<file path="src/pkg/ssfdb_pkg.sv">
// Purpose: shared constants and types of the serial flags and byte buffer block
// Assumes: 8-bit register port, one 25 MHz clock
// Notes: offsets are byte addresses on the plain register port
package ssfdb_pkg;

  localparam int unsigned CLK_HZ = 25000000;

  // register offsets
  localparam logic [7:0] OFS_CONTROL = 8'h10;
  localparam logic [7:0] OFS_FLAGS_AND_RATE = 8'h11;
  localparam logic [7:0] OFS_BYTE_BUFFER = 8'h12;

  // control register fields
  localparam int unsigned CTL_RX_IRQ_EN = 7;
  localparam int unsigned CTL_MASTER = 5;
  localparam int unsigned CTL_CPOL = 4;
  localparam int unsigned CTL_CPHA = 3;
  localparam int unsigned CTL_ENABLE = 1;
  localparam int unsigned CTL_TX_IRQ_EN = 0;
  localparam logic [7:0] CTL_RESET = 8'h28;
  localparam logic [7:0] CTL_WMASK = 8'hBB;

  // flags and rate register fields
  localparam int unsigned FLG_RX_FULL = 7;
  localparam int unsigned FLG_ERR_IRQ_EN = 6;
  localparam int unsigned FLG_OVERRUN = 5;
  localparam int unsigned FLG_MODE_FAULT = 4;
  localparam int unsigned FLG_TX_EMPTY = 3;
  localparam int unsigned FLG_MODE_FAULT_FLAG_EN = 2;
  localparam int unsigned FLG_RATE_HI = 1;
  localparam int unsigned FLG_RATE_LO = 0;
  localparam logic [7:0] FLG_RESET = 8'h08;

  // rate divisors for select codes 00, 01, 10, 11
  localparam logic [7:0] RATE_DIV_0 = 8'h02;
  localparam logic [7:0] RATE_DIV_1 = 8'h08;
  localparam logic [7:0] RATE_DIV_2 = 8'h20;
  localparam logic [7:0] RATE_DIV_3 = 8'h80;

  localparam logic [2:0] LAST_BIT = 3'h7;

  typedef enum logic [0:0] {st_idle, st_xfer} ssfdb_state_e;

endpackage

</file>
<file path="src/logic/ssfdb_top.sv">
// Purpose: status flags, rate select and byte buffer of an 8-bit serial link
// Assumes: all pin inputs synchronous to clk; software obeys the buffer rules
// Notes: one transfer engine serves both master and slave operation
//
// Implementation choices: strobed register access and the placing of the registers.
`timescale 1ns/1ps
module ssfdb_top (
  // clock and reset
  input wire logic clk,
  input wire logic rst_n,
  // register port
  input wire logic [7:0] reg_addr,
  input wire logic [7:0] reg_wdata,
  input wire logic reg_wr,
  input wire logic reg_rd,
  output logic [7:0] reg_rdata,
  // interrupt requests
  output logic irq_receive,
  output logic irq_transmit,
  output logic irq_error,
  // serial clock pin
  input wire logic sck_in,
  output logic sck_out,
  output logic sck_oe_n,
  // master out slave in pin
  input wire logic mosi_in,
  output logic mosi_out,
  output logic mosi_oe_n,
  // master in slave out pin
  input wire logic miso_in,
  output logic miso_out,
  output logic miso_oe_n,
  // slave select pin
  input wire logic ss_n_in,
  output logic ss_gpio_release
);

  // rate select code to divisor
  function automatic logic [7:0] rate_divisor(input logic [1:0] sel);
    case (sel)
      2'b00: rate_divisor = ssfdb_pkg::RATE_DIV_0;
      2'b01: rate_divisor = ssfdb_pkg::RATE_DIV_1;
      2'b10: rate_divisor = ssfdb_pkg::RATE_DIV_2;
      default: rate_divisor = ssfdb_pkg::RATE_DIV_3;
    endcase
  endfunction

  logic [7:0] ctl_r;
  logic receive_full_flag_r;
  logic error_irq_enable_r;
  logic overrun_flag_r;
  logic mode_fault_flag_r;
  logic transmit_empty_flag_r;
  logic mode_fault_detect_enable_r;
  logic rate_select_high_r;
  logic rate_select_low_r;
  logic ovr_arm_r;
  logic mode_fault_flag_arm_r;
  logic [7:0] tx_r;
  logic [7:0] rx_r;
  logic [7:0] sh_r;
  logic [2:0] cnt_r;
  logic rbit_r;
  logic out_r;
  logic phase_r;
  logic sck_r;
  logic [7:0] div_r;
  logic sck_prev_r;
  logic ss_prev_r;
  ssfdb_pkg::ssfdb_state_e st_r;

  logic enable;
  logic master;
  logic cpol;
  logic cpha;
  logic wr_ctl;
  logic wr_flg;
  logic wr_dat;
  logic rd_flg;
  logic rd_dat;
  logic tick;
  logic lead;
  logic trail;
  logic slave_edge;
  logic slave_start;
  logic active;
  logic load;
  logic done;
  logic in_bit;
  logic [7:0] byte_in;
  logic [7:0] divisor;
  logic fault_slave;
  logic fault_master;
  logic abort;

  assign enable = ctl_r[ssfdb_pkg::CTL_ENABLE];
  assign master = ctl_r[ssfdb_pkg::CTL_MASTER];
  assign cpol = ctl_r[ssfdb_pkg::CTL_CPOL];
  assign cpha = ctl_r[ssfdb_pkg::CTL_CPHA];

  assign wr_ctl = reg_wr && (reg_addr == ssfdb_pkg::OFS_CONTROL);
  assign wr_flg = reg_wr && (reg_addr == ssfdb_pkg::OFS_FLAGS_AND_RATE);
  assign wr_dat = reg_wr && (reg_addr == ssfdb_pkg::OFS_BYTE_BUFFER);
  assign rd_flg = reg_rd && (reg_addr == ssfdb_pkg::OFS_FLAGS_AND_RATE);
  assign rd_dat = reg_rd && (reg_addr == ssfdb_pkg::OFS_BYTE_BUFFER);

  // master rate: one half period every divisor clocks
  assign divisor = rate_divisor({rate_select_high_r, rate_select_low_r});
  assign tick = master && (st_r == ssfdb_pkg::st_xfer) && (div_r == divisor - 8'h01);

  // slave sees clock edges only while selected
  assign slave_edge = !master && !ss_n_in && (sck_in != sck_prev_r);
  assign slave_start = enable && (st_r == ssfdb_pkg::st_idle) &&
                       (cpha ? (slave_edge && (sck_in != cpol)) : (!ss_n_in && ss_prev_r));
  assign active = (st_r == ssfdb_pkg::st_xfer) || slave_start;
  assign lead = active && (master ? (tick && !phase_r) : (slave_edge && (sck_in != cpol)));
  assign trail = active && (master ? (tick && phase_r) : (slave_edge && (sck_in == cpol)));
  assign done = trail && (cnt_r == ssfdb_pkg::LAST_BIT);

  assign in_bit = master ? miso_in : mosi_in;
  assign byte_in = cpha ? {sh_r[6:0], in_bit} : {sh_r[6:0], rbit_r};

  // busy slave holds the shifter until the byte ends
  assign load = enable && !transmit_empty_flag_r && (st_r == ssfdb_pkg::st_idle) &&
                !slave_start;

  assign fault_slave = enable && !master && (st_r == ssfdb_pkg::st_xfer) &&
                       ss_n_in && !ss_prev_r;
  assign fault_master = enable && master && mode_fault_detect_enable_r && !ss_n_in;
  // without fault detect a master looks at the select pin only at clock phase 0, where a select fall while idle starts a transfer
  assign abort = fault_slave || fault_master;

  // control register
  always_ff @(posedge clk)
  begin
    if (!rst_n)
    begin
      ctl_r <= ssfdb_pkg::CTL_RESET;
    end
    else if (wr_ctl)
    begin
      ctl_r <= reg_wdata & ssfdb_pkg::CTL_WMASK;
    end
  end

  // writable bits of the flags and rate register
  always_ff @(posedge clk)
  begin
    if (!rst_n)
    begin
      error_irq_enable_r <= 1'b0;
      mode_fault_detect_enable_r <= 1'b0;
      rate_select_high_r <= 1'b0;
      rate_select_low_r <= 1'b0;
    end
    else if (wr_flg)
    begin
      error_irq_enable_r <= reg_wdata[ssfdb_pkg::FLG_ERR_IRQ_EN];
      mode_fault_detect_enable_r <= reg_wdata[ssfdb_pkg::FLG_MODE_FAULT_FLAG_EN];
      rate_select_high_r <= reg_wdata[ssfdb_pkg::FLG_RATE_HI];
      rate_select_low_r <= reg_wdata[ssfdb_pkg::FLG_RATE_LO];
    end
  end

  // receive-full flag: a byte completing while the flag is clear wins over a clearing read in the same cycle
  always_ff @(posedge clk)
  begin
    if (!rst_n)
    begin
      receive_full_flag_r <= 1'b0;
    end
    else if (done && !receive_full_flag_r)
    begin
      receive_full_flag_r <= 1'b1;
    end
    else if (rd_dat)
    begin
      receive_full_flag_r <= 1'b0;
    end
  end

  // receive register keeps the old byte on overrun
  always_ff @(posedge clk)
  begin
    if (!rst_n)
    begin
      rx_r <= 8'h00;
    end
    else if (done && !receive_full_flag_r)
    begin
      rx_r <= byte_in;
    end
  end

  // clear sequences: arm on a status read that saw the flag
  always_ff @(posedge clk)
  begin
    if (!rst_n)
    begin
      ovr_arm_r <= 1'b0;
      mode_fault_flag_arm_r <= 1'b0;
    end
    else
    begin
      if (rd_flg)
      begin
        ovr_arm_r <= overrun_flag_r;
      end
      else if (rd_dat)
      begin
        ovr_arm_r <= 1'b0;
      end
      if (rd_flg)
      begin
        mode_fault_flag_arm_r <= mode_fault_flag_r;
      end
      else if (wr_dat)
      begin
        mode_fault_flag_arm_r <= 1'b0;
      end
    end
  end

  // overrun flag
  always_ff @(posedge clk)
  begin
    if (!rst_n)
    begin
      overrun_flag_r <= 1'b0;
    end
    else if (done && receive_full_flag_r)
    begin
      overrun_flag_r <= 1'b1;
    end
    else if (rd_dat && ovr_arm_r)
    begin
      overrun_flag_r <= 1'b0;
    end
  end

  // mode fault flag; the detect enable only gates setting
  always_ff @(posedge clk)
  begin
    if (!rst_n)
    begin
      mode_fault_flag_r <= 1'b0;
    end
    else if (abort && mode_fault_detect_enable_r)
    begin
      mode_fault_flag_r <= 1'b1;
    end
    else if (wr_dat && mode_fault_flag_arm_r)
    begin
      mode_fault_flag_r <= 1'b0;
    end
  end

  // transmit register and empty flag
  always_ff @(posedge clk)
  begin
    if (!rst_n)
    begin
      tx_r <= 8'h00;
      transmit_empty_flag_r <= 1'b1;
    end
    else if (load)
    begin
      transmit_empty_flag_r <= 1'b1;
    end
    else if (wr_dat)
    begin
      tx_r <= reg_wdata;
      transmit_empty_flag_r <= 1'b0;
    end
  end

  // transfer state
  always_ff @(posedge clk)
  begin
    if (!rst_n)
    begin
      st_r <= ssfdb_pkg::st_idle;
    end
    else if (!enable || abort)
    begin
      st_r <= ssfdb_pkg::st_idle;
    end
    else
    begin
      case (st_r)
        ssfdb_pkg::st_idle:
        begin
          if ((load && master) || slave_start)
          begin
            st_r <= ssfdb_pkg::st_xfer;
          end
        end
        ssfdb_pkg::st_xfer:
        begin
          if (done)
          begin
            st_r <= ssfdb_pkg::st_idle;
          end
        end
        default:
        begin
          st_r <= ssfdb_pkg::st_idle;
        end
      endcase
    end
  end

  // shift register, bit count and line bit
  always_ff @(posedge clk)
  begin
    if (!rst_n)
    begin
      sh_r <= 8'h00;
      cnt_r <= 3'h0;
      rbit_r <= 1'b0;
      out_r <= 1'b0;
    end
    else if (load)
    begin
      sh_r <= tx_r;
      cnt_r <= 3'h0;
      out_r <= tx_r[7];
    end
    else if (!enable || abort)
    begin
      cnt_r <= 3'h0;
    end
    else if (lead)
    begin
      if (cpha)
      begin
        out_r <= sh_r[7];
      end
      else
      begin
        rbit_r <= in_bit;
      end
    end
    else if (trail)
    begin
      sh_r <= byte_in;
      cnt_r <= cnt_r + 3'h1;
      if (!cpha)
      begin
        out_r <= sh_r[6];
      end
    end
  end

  // master clock generation
  always_ff @(posedge clk)
  begin
    if (!rst_n)
    begin
      div_r <= 8'h00;
      phase_r <= 1'b0;
    end
    else if (st_r != ssfdb_pkg::st_xfer || !master)
    begin
      div_r <= 8'h00;
      phase_r <= 1'b0;
    end
    else if (tick)
    begin
      div_r <= 8'h00;
      phase_r <= !phase_r;
    end
    else
    begin
      div_r <= div_r + 8'h01;
    end
  end

  // serial clock level; idle level follows polarity
  always_ff @(posedge clk)
  begin
    if (!rst_n)
    begin
      sck_r <= 1'b0;
    end
    else if (tick)
    begin
      sck_r <= cpol ^ !phase_r;
    end
    else if (st_r != ssfdb_pkg::st_xfer)
    begin
      sck_r <= cpol;
    end
  end

  // pin history for slave edges and select edges
  always_ff @(posedge clk)
  begin
    if (!rst_n)
    begin
      sck_prev_r <= 1'b0;
      ss_prev_r <= 1'b1;
    end
    else
    begin
      sck_prev_r <= sck_in;
      ss_prev_r <= ss_n_in;
    end
  end

  // register read data, one cycle after the strobe
  always_ff @(posedge clk)
  begin
    if (!rst_n)
    begin
      reg_rdata <= 8'h00;
    end
    else if (reg_rd)
    begin
      case (reg_addr)
        ssfdb_pkg::OFS_CONTROL: reg_rdata <= ctl_r;
        ssfdb_pkg::OFS_FLAGS_AND_RATE: reg_rdata <= {receive_full_flag_r,
          error_irq_enable_r, overrun_flag_r, mode_fault_flag_r, transmit_empty_flag_r,
          mode_fault_detect_enable_r, rate_select_high_r, rate_select_low_r};
        ssfdb_pkg::OFS_BYTE_BUFFER: reg_rdata <= rx_r;
        default: reg_rdata <= 8'h00;
      endcase
    end
    else
    begin
      reg_rdata <= 8'h00;
    end
  end

  // requests are levels that follow flag and enable
  assign irq_receive = receive_full_flag_r && ctl_r[ssfdb_pkg::CTL_RX_IRQ_EN];
  assign irq_transmit = transmit_empty_flag_r && ctl_r[ssfdb_pkg::CTL_TX_IRQ_EN];
  assign irq_error = error_irq_enable_r && (overrun_flag_r || mode_fault_flag_r);

  // pin drivers; enables are active low
  assign sck_out = sck_r;
  assign mosi_out = out_r;
  assign miso_out = out_r;
  assign sck_oe_n = !(enable && master);
  assign mosi_oe_n = !(enable && master);
  assign miso_oe_n = !(enable && !master && !ss_n_in);
  // an enabled slave always keeps the select pin as its input
  assign ss_gpio_release = !(enable && (!master || mode_fault_detect_enable_r));

endmodule

</file>
<file path="config.mk">
export PLATFORM = sky130hd
export DESIGN_NAME = ssfdb_top
export DESIGN_NICKNAME = d
export VERILOG_FILES = /design/src/pkg/ssfdb_pkg.sv /design/src/logic/ssfdb_top.sv
export SDC_FILE = /design/constraint.sdc
export NUM_CORES = 1
export LEC_CHECK = 0
export ABC_CLOCK_PERIOD_IN_PS = 2450
export BUFFER_PORTS_ARGS = -buffer_cell sky130_fd_sc_hd__buf_2
export CORE_ASPECT_RATIO = 0.6
export CORE_MARGIN = 4
export CORE_UTILIZATION = 52
export CTS_BUF_LIST = sky130_fd_sc_hd__clkbuf_8 sky130_fd_sc_hd__clkbuf_16
export DETAILED_ROUTE_END_ITERATION = 8
export PLACE_DENSITY = 0.76
export SLEW_MARGIN = 5
export SYNTH_ARGS = -nofsm -noshare
export SYNTH_HDL_FRONTEND = slang
export SYNTH_SLANG_ARGS = --single-unit
export TNS_END_PERCENT = 30
</file>
<file path="constraint.sdc">
create_clock -name clk -period 2.45 [get_ports clk]
set_clock_uncertainty 0.15 [all_clocks]
set_input_delay 0.3675 -clock clk [delete_from_list [all_inputs] [get_ports clk]]
set_output_delay 0.3675 -clock clk [all_outputs]
set_load 0.005 [all_outputs]
</file>
## Yosys cells after proc, flatten, opt, wreduce, memory -nomap -nowiden

Index checks and enable logic that the tools add are counted.

| storage, ports and cells | value |
|---|---|
| bits in registers | 66 |
| input bits | 24 |
| output and inout bits | 18 |
| logic and storage cells | 157 |

| operators by class | value |
|---|---|
| $add $sub $neg | 3 |
| eq/ne operators | 15 |
| mux-type cells | 31 |
| bitwise operators | 7 |
| reductions and logical operators | 77 |

Operators with widths:

| cell | number |
|---|---|
| $pmux W8 S3 | 2 |
| $logic_and A1 B1 Y1 | 40 |
| $mux W8 | 4 |
| $eq A8 B5 Y1 const B | 3 |
| $mux W1 | 24 |
| $reduce_bool A2 Y1 | 6 |
| $logic_not A1 Y1 | 11 |
| $add A8 B1 Y8 const B | 1 |
| $eq A8 B8 Y1 | 1 |
| $reduce_and A4 Y1 | 2 |
| $sub A8 B1 Y8 const B | 1 |
| $logic_or A1 B1 Y1 | 7 |
| $not A1 Y1 | 6 |
| $reduce_and A2 Y1 | 3 |
| $reduce_or A2 Y1 | 3 |
| $reduce_or A3 Y1 | 2 |
| $ne A2 B1 Y1 const B | 2 |
| $add A3 B1 Y3 const B | 1 |
| $eq A3 B3 Y1 const B | 1 |
| $ne A3 B1 Y1 const B | 1 |
| $ne A3 B2 Y1 const B | 1 |
| $reduce_and A3 Y1 | 1 |
| $reduce_bool A3 Y1 | 1 |
| $eq A2 B1 Y1 const B | 1 |
| 7 further kinds | 8 |

## Logic depth before layout (Yosys ltp)

Gate-level depths: netlist (run 1).

| logic depth | value |
|---|---|
| depth after elaboration | 12 |
| gate-level depth with buffers | 9 |
| mapped depth without buffers | 8 |

## Worst setup path before layout (run 1)

No wires, ideal clock.

| timing path | value |
|---|---|
| kind | flip-flop to flip-flop |
| from | register rate_select_low_r |
| to | register rx_r[3] |
| setup time | 0.128 ns |
| data arrival time | 2.300 ns |
| required time | 2.172 ns |
| setup slack | -0.127 ns |
| cell stages (with the launch flop) | 10 |
| path buffers | 1 |
| clock period less this slack | 2.577 ns |
| cells stage by stage | dfxtp_1 -> or2_2 -> ha_1 -> xor2_1 -> nand4b_1 -> a211o_2 -> a2111oi_4 -> buf_6 -> mux2i_1 -> nor2_1 |

| between the ends | value |
|---|---|
| word-level cells in the longest chain between the ends | 10 |
| elaborated cells on any way between the ends | 12 |
| those cells by class | add/sub: 1; eq/ne: 3; mux: 2; reduce/logical: 6 |

Ends and longest elaborated chain:

| element | line | RTL |
|---|---|---|
| from (decl) | ssfdb_top.sv:56 | `logic rate_select_low_r;` |
| from (signal assigned) | ssfdb_top.sv:161 | `rate_select_low_r <= reg_wdata[ssfdb_pkg::FLG_RATE_LO];` |
| $eq A2 B2 Y1, or another cell as far along | ssfdb_top.sv:40 | `case (sel)` |
| $pmux W8 S3 * | ssfdb_top.sv:40 |  |
| $sub A8 B1 Y8 * | ssfdb_top.sv:109 | `assign tick = master && (st_r == ssfdb_pkg::st_xfer) && (div_r == divisor - 8'h01);` |
| $eq A8 B8 Y1 * | ssfdb_top.sv:109 |  |
| $logic_and A1 B1 Y1 * | ssfdb_top.sv:109 |  |
| $logic_and A1 B1 Y1 * | ssfdb_top.sv:117 | `assign trail = active && (master ? (tick && phase_r) : (slave_edge && (sck_in == cpol)));` |
| $mux W1 * | ssfdb_top.sv:117 |  |
| $logic_and A1 B1 Y1 * | ssfdb_top.sv:117 |  |
| $logic_and A1 B1 Y1 * | ssfdb_top.sv:118 | `assign done = trail && (cnt_r == ssfdb_pkg::LAST_BIT);` |
| $logic_and A1 B1 Y1 * | ssfdb_top.sv:189 | `else if (done && !receive_full_flag_r)` |
| to (signal assigned) | ssfdb_top.sv:191 | `rx_r <= byte_in;` |
| to (decl) | ssfdb_top.sv:60 | `logic [7:0] rx_r;` |

Every way passes the cells marked *; elsewhere a longest branch is shown, timed or not.
A chain may end at the register's enable or synchronous reset.

## Worst setup path after layout (run 1)

| timing path | value |
|---|---|
| from | register rate_select_low_r |
| to | register rx_r[2] |

The elaborated chain is that of the path after synthesis.

==> flow_metrics.env, run 1 <==
export IMPL_status="finished, violations left"
export IMPL_violations="setup timing"
export IMPL_layout_setup_ws_ns=-0.1231
export IMPL_clk_pin_slew_ns=0.08
export IMPL_ant_nets=0
export IMPL_relSlewSlack_pct=61.07
export IMPL_ys_seq_elements=66
export IMPL_syn_area_mm2=0.003151
export IMPL_place_ws_ns=-0.1348
export IMPL_ys_seq_area_share_pct=41.94
export IMPL_grt_pass1_vias=2634
export IMPL_timing_hold_ws_ns=0.1044
export IMPL_clock_sinks=66
export IMPL_seqPwrFrac_pct=52.8
export IMPL_powerDensity_mw_per_mm2=526.7
export IMPL_period_minus_slack_ns=2.573
export IMPL_overflow=0
export IMPL_critPathSlowestCell="dfxtp_2"
export IMPL_ir_drop_mv=0.3384
export IMPL_switchingPower_mw=0.4697
export IMPL_min_path_type="in2reg"
export IMPL_top_level_ports=42
export IMPL_vias=2824
export IMPL_final_net_count=444
export IMPL_finalCritPeriodShare_pct=105.0
export IMPL_cts_root_buf="clkbuf_8"
export IMPL_p_leak_nw=1.515
export IMPL_syn_inst=350
export IMPL_p_clk_share_pct=43.6
export IMPL_combinationalPowerShare_pct=3.6
export IMPL_finalSetupViolations=17
export IMPL_wl_per_cell_um=15.93
export IMPL_hold_buffers=0
export IMPL_cp_arrival_ns=2.65
export IMPL_fill_cells=478
export IMPL_drc=0
export IMPL_p_int_mw=1.567
export IMPL_die_w_um=108.5
export IMPL_die_y_um=68.29
export IMPL_path_buf_inv=1
export IMPL_synth_fp_nets=378
export IMPL_crit_path_end_kind="flop"
export IMPL_synth_distinct_cells=64
export IMPL_yosysWarnings=0
export IMPL_fin_area_mm2=0.003867
export IMPL_mostFrequentLayoutCells="dfxtp_1, nor2_1, buf_2"
export IMPL_routed_wl_um=7982
export IMPL_synth_edff_count=0
export IMPL_htree_num_levels=3
export IMPL_cts_buffer_depth=2
export IMPL_dr_pass1_iters=5
export IMPL_worstPathMaxFanout=4
export IMPL_path_cells="or2_4 > ha_4 > xor2_2 > nand4b_1 > a211o_4 > a2111oi_4 > buf_4 > mux2i_1 > nor2_1"
export IMPL_switching_share_pct=23.06
export IMPL_clock_latency_ns=0.35
export IMPL_cpPeakStageDelay_ns=0.34
export IMPL_fmax_ghz=0.3886
export IMPL_synth_main_ff_cell="dfxtp_1"
export IMPL_placed_area_mm2=0.003615
export IMPL_postSynthAreaPerCell_um2=9.001
export IMPL_dieArea_mm2=0.007408
export IMPL_hpwl_um=5826
export IMPL_drv_cap=0
export IMPL_antenna_diode_count=0
export IMPL_multi_input_area_mm2=0.001744
export IMPL_crit_type="reg2reg"
export IMPL_gp_congestion=0.8663
export IMPL_critPathRequiredTime_ns=2.53
export IMPL_numPortBuffers=41
export IMPL_mostFrequentLayoutCell="dfxtp_1"
export IMPL_track_usage_pct=22.92
export IMPL_cts_tree="done"
export IMPL_rsz0062_at_grt="yes"
export IMPL_avgViaCountPerCell=5.637
export IMPL_async_flop_share_pct=0
export IMPL_area_sequential_mm2=0.001323
export IMPL_rows=21
export IMPL_grt_pass1_wl_um=12880
export IMPL_utilization_pct=67.52
export IMPL_finalMaxSlewViolations=0
export IMPL_area_growth_pct=22.76
export IMPL_drive_gt1_share_pct=28.50
export IMPL_cts_buffers=9
export IMPL_core_area_mm2=0.005728
export IMPL_initial_core_util_pct=55.00
export IMPL_hold_violations=0
export IMPL_grt_max_degree=38
export IMPL_drt_iter0_markers=223
export IMPL_antenna_found_initial=0
export IMPL_cp_top_family="compound AO/OA/AOI/OAI gates"
export IMPL_start_kind="flop"
export IMPL_tightest_slew_ns=0.5839
-- kinds of logic (layout without fill, tap and decap cells) --
family / after synthesis / after routing / share of synthesized area [%]
XOR/XNOR: 10 / 10 / 2.780
flip-flops: 66 / 66 / 41.94
AO/OA/AOI/OAI: 60 / 60 / 15.25
AND/OR/NAND/NOR: 153 / 153 / 23.67
multiplexers: 31 / 31 / 9.889
adder cells (fa/ha/maj): 4 / 4 / 1.589
buffers and inverters: 26 / 97 / 4.885
-- power groups by stage --
stage | Clock (mW) | Sequential, mW | Combinational (mW)
after floorplan | 0 | 1.10 | 0.0379
after global placement | 0 | 1.10 | 0.0707
after detailed placement | 0 | 1.10 | 0.0726
after CTS | 0.909 | 1.08 | 0.0729
after global routing | 0.958 | 1.08 | 0.0800
final | 0.887 | 1.08 | 0.0737
-- Yosys cell counts, drive strengths merged, types with 5 or more instances --
cell type / count / share of area, %
a21oi: 19 / 3.3
nand3: 19 / 3.0
clkbuf: 9 / 1.7
xnor2: 6 / 1.7
mux2i: 30 / 9.5
o21ai: 7 / 1.2
nand2: 31 / 3.7
nor3: 9 / 1.4
and2: 6 / 1.2
inv: 5 / 0.60
buf: 12 / 2.6
dfxtp: 66 / 42
a311oi: 8 / 2.2
nor2: 60 / 7.2
-- cell type report --
class	count	share of cell area (%)
inverter	5	0.4853
clock buffer	9	3.203
tap	80	2.588
sequential	66	34.20
timing repair buffer	76	12.62
clock inverter	7	1.812
multi-input combinational	258	45.10
-- metal layers --
metal / GRT usage, % / part of all wire (%) / vias to the layer above
met3: 7.917 / 7.2 / 7
met4: 4.724 / 0.73 / 0
li1: - / - / 1379
met5: 0 / 0 / -
met2: 35.23 / 43 / 94
met1: 31.36 / 49 / 1344
-- per-stage QoR --
stage                     TNS (ns)  std cells  total power [mW]
after floorplan            -0.2390        350             1.138
after global routing        -3.771        501             2.113
after CTS                   -1.230        499             2.058
final                       -1.306        501             2.037
after detailed placement    -1.521        482             1.173
after global placement     -0.3879        482             1.171
-- worst reg2reg max path, delay by kind of cell (launching register included) --
kind	cells	cell delay, ns
and+or+nand+nor	3	0.47
DFF	1	0.34
buffers and inverters	1	0.21
AOI/OAI and AO/OA	2	0.68
muxes	1	0.21
xor gates and xnor gates	1	0.14
adders and majority gates	1	0.27
-- repair_timing --
| action | CTS | global route |
|---|---|---|
| setup endpoints to repair | 19 | 22 |
| resized for setup | 2 | 5 |
| buffers inserted | 1 | 2 |
| pin swaps | 2 | 4 |
-- final timing paths --
path,from,to,slack (ns),cells after the start
worst max-delay path,rate_select_low_r$_SDFFE_PN0P_,rx_r[2]$_SDFFE_PN0P_,-0.12,9
worst min-delay path,reg_wdata[3],ctl_r[3]$_SDFFE_PN1P_,0.10,3
worst max register to register,rate_select_low_r$_SDFFE_PN0P_,rx_r[2]$_SDFFE_PN0P_,-0.12,9
worst min register to register,mode_fault_flag_arm_r$_SDFFE_PN0P_,mode_fault_flag_arm_r$_SDFFE_PN0P_,0.34,2
-- state kept, by name, indices dropped and copies added (netlist names), 3 cells and up --
register,flops
div_r,8
sh_r,8
ctl_r,6
cnt_r,3
rx_r,8
reg_rdata,8
tx_r,8
No activity file was read; power rests on OpenSTA's default activity.
==> run 2, diff against run 1 <==
- CAP_MARGIN: default -> 40
- GPL_TIMING_DRIVEN: default -> 1
- REMOVE_ABC_BUFFERS: default -> 1
==> flow_metrics.env, run 2 (synthesis results as in run 1) <==
export IMPL_mostFrequentLayoutCell="dfxtp_1"
export IMPL_numPortBuffers=41
export IMPL_grt_pass1_wl_um=13110
export IMPL_utilization_pct=67.43
export IMPL_wl_met1_um=3849
export IMPL_fin_tns_setup_ns=-1.242
export IMPL_min_path_type="in2reg"
export IMPL_dr_wl_met2_um=3540
export IMPL_finalMaxSlewViolations=0
export IMPL_layout_setup_ws_ns=-0.1391
export IMPL_rsz0062_at_grt="yes"
export IMPL_hpwl_um=6030
export IMPL_p_leak_nw=1.516
export IMPL_mostFrequentLayoutCells="dfxtp_1, nor2_1, buf_2"
export IMPL_tightest_slew_ns=0.7540
export IMPL_fin_area_mm2=0.003862
export IMPL_rows=21
export IMPL_gp_congestion=0.8965
export IMPL_htree_num_levels=3
export IMPL_overflow=0
export IMPL_final_net_count=440
export IMPL_hold_start="reg_wdata[3]"
export IMPL_relSlewSlack_pct=49.68
export IMPL_critPathRequiredTime_ns=2.50
export IMPL_die_y_um=68.29
export IMPL_die_w_um=108.5
export IMPL_fmax_ghz=0.3862
export IMPL_cts_root_buf="clkbuf_8"
export IMPL_r2r_start="rate_select_low_r$_SDFFE_PN0P_"
export IMPL_vias=2807
export IMPL_wl_met3_um=703
export IMPL_clk_pin_slew_ns=0.07
export IMPL_grt_max_degree=23
export IMPL_crit_type="reg2reg"
export IMPL_top_level_ports=42
export IMPL_cts_buffer_depth=2
export IMPL_start_kind="flop"
export IMPL_violations="setup timing"
export IMPL_dieArea_mm2=0.007408
export IMPL_hold_buffers=0
export IMPL_ir_drop_mv=0.2848
export IMPL_wl_per_cell_um=16.48
export IMPL_clock_latency_ns=0.34
export IMPL_place_ws_ns=-0.2274
export IMPL_avgViaCountPerCell=5.659
export IMPL_powerDensity_mw_per_mm2=556.9
export IMPL_total_power_mw=2.151
export IMPL_timing_hold_ws_ns=0.1164
export IMPL_fill_cells=481
export IMPL_crit_start="rate_select_low_r$_SDFFE_PN0P_"
export IMPL_topRoutingLayerUsed="met4"
export IMPL_dr_pass1_iters=5
export IMPL_placed_cells=479
export IMPL_drv_cap=0
export IMPL_status="finished, violations left"
export IMPL_placed_area_mm2=0.003543
export IMPL_drt_iter0_markers=327
export IMPL_antenna_found_initial=0
export IMPL_crit_path_end_kind="flop"
export IMPL_core_area_mm2=0.005728
export IMPL_routed_wl_um=8175
export IMPL_antenna_diode_count=0
export IMPL_area_sequential_mm2=0.001323
export IMPL_period_minus_slack_ns=2.589
export IMPL_initial_core_util_pct=55.00
export IMPL_ant_nets=0
export IMPL_hold_violations=0
export IMPL_cts_buffers=9
export IMPL_area_growth_pct=22.60
export IMPL_multi_input_area_mm2=0.001755
export IMPL_track_usage_pct=23.25
export IMPL_final_cells=496
export IMPL_cp_arrival_ns=2.64
export IMPL_clock_sinks=66
export IMPL_grt_pass1_vias=2612
export IMPL_drive_gt1_share_pct=27.64
export IMPL_cts_tree="done"
export IMPL_worstPathMaxFanout=5
export IMPL_finalSetupViolations=13
export IMPL_drc=0
export IMPL_finalCritPeriodShare_pct=105.7
run 2: cell count changes in the layout (fill, tap and decap cells not counted), sizes merged:
cell	before	now
buf	76	72
clkinvlp	4	0
clkbuf	9	10
clkinv	2	3
bufinv	1	2
run 2: report_power, final:
part	internal, mW	total [mW]	switching (mW)
Clock	0.593	1.00	0.407
Combinational	0.0292	0.0750	0.0457
Sequential	1.07	1.08	0.00141
run 2: timing repair:
action | CTS | global route
setup endpoints to repair | 21 | 23
endpoints found under the hold margin | 0 | 0
gates resized for setup | 13 | 3
pin swaps | 8 | 8
cloned | 1 | 0
setup buffers | 0 | 1
run 2: metal layers:
metal	vias to the layer above	GRT usage [%]
met5	-	0
met4	0	6.929
met3	11	5.278
met2	129	35.85
met1	1301	32.62
li1	1366	-
run 2: final cells by class:
class | count | area share (%)
Clock buffer | 10 | 3.563
Timing Repair Buffer | 72 | 11.63
Multi-Input combinational cell | 258 | 45.45
Sequential cell | 66 | 34.24
Inverter | 5 | 0.4859
Tap cell | 80 | 2.592
Clock inverter | 5 | 2.041
run 2: final timing paths:
| kind | to | slack (ns) | cells past startpoint |
|---|---|---|---|
| worst max-delay path | rx_r[6]$_SDFFE_PN0P_ | -0.14 | 9 |
| worst min-delay path | ctl_r[3]$_SDFFE_PN1P_ | 0.12 | 3 |
| worst max register to register | rx_r[6]$_SDFFE_PN0P_ | -0.14 | 9 |
| worst min register to register | div_r[0]$_SDFF_PP0_ | 0.33 | 1 |
run 2: worst max-delay path, cell delays in order (launching register included):
cell	delay, ns
dfxtp_2	0.33
or2_4	0.25
ha_4	0.26
xor2_1	0.14
nand4b_1	0.15
a211o_4	0.33
a2111oi_4	0.41
buf_6	0.19
mux2i_1	0.19
nor2_1	0.06
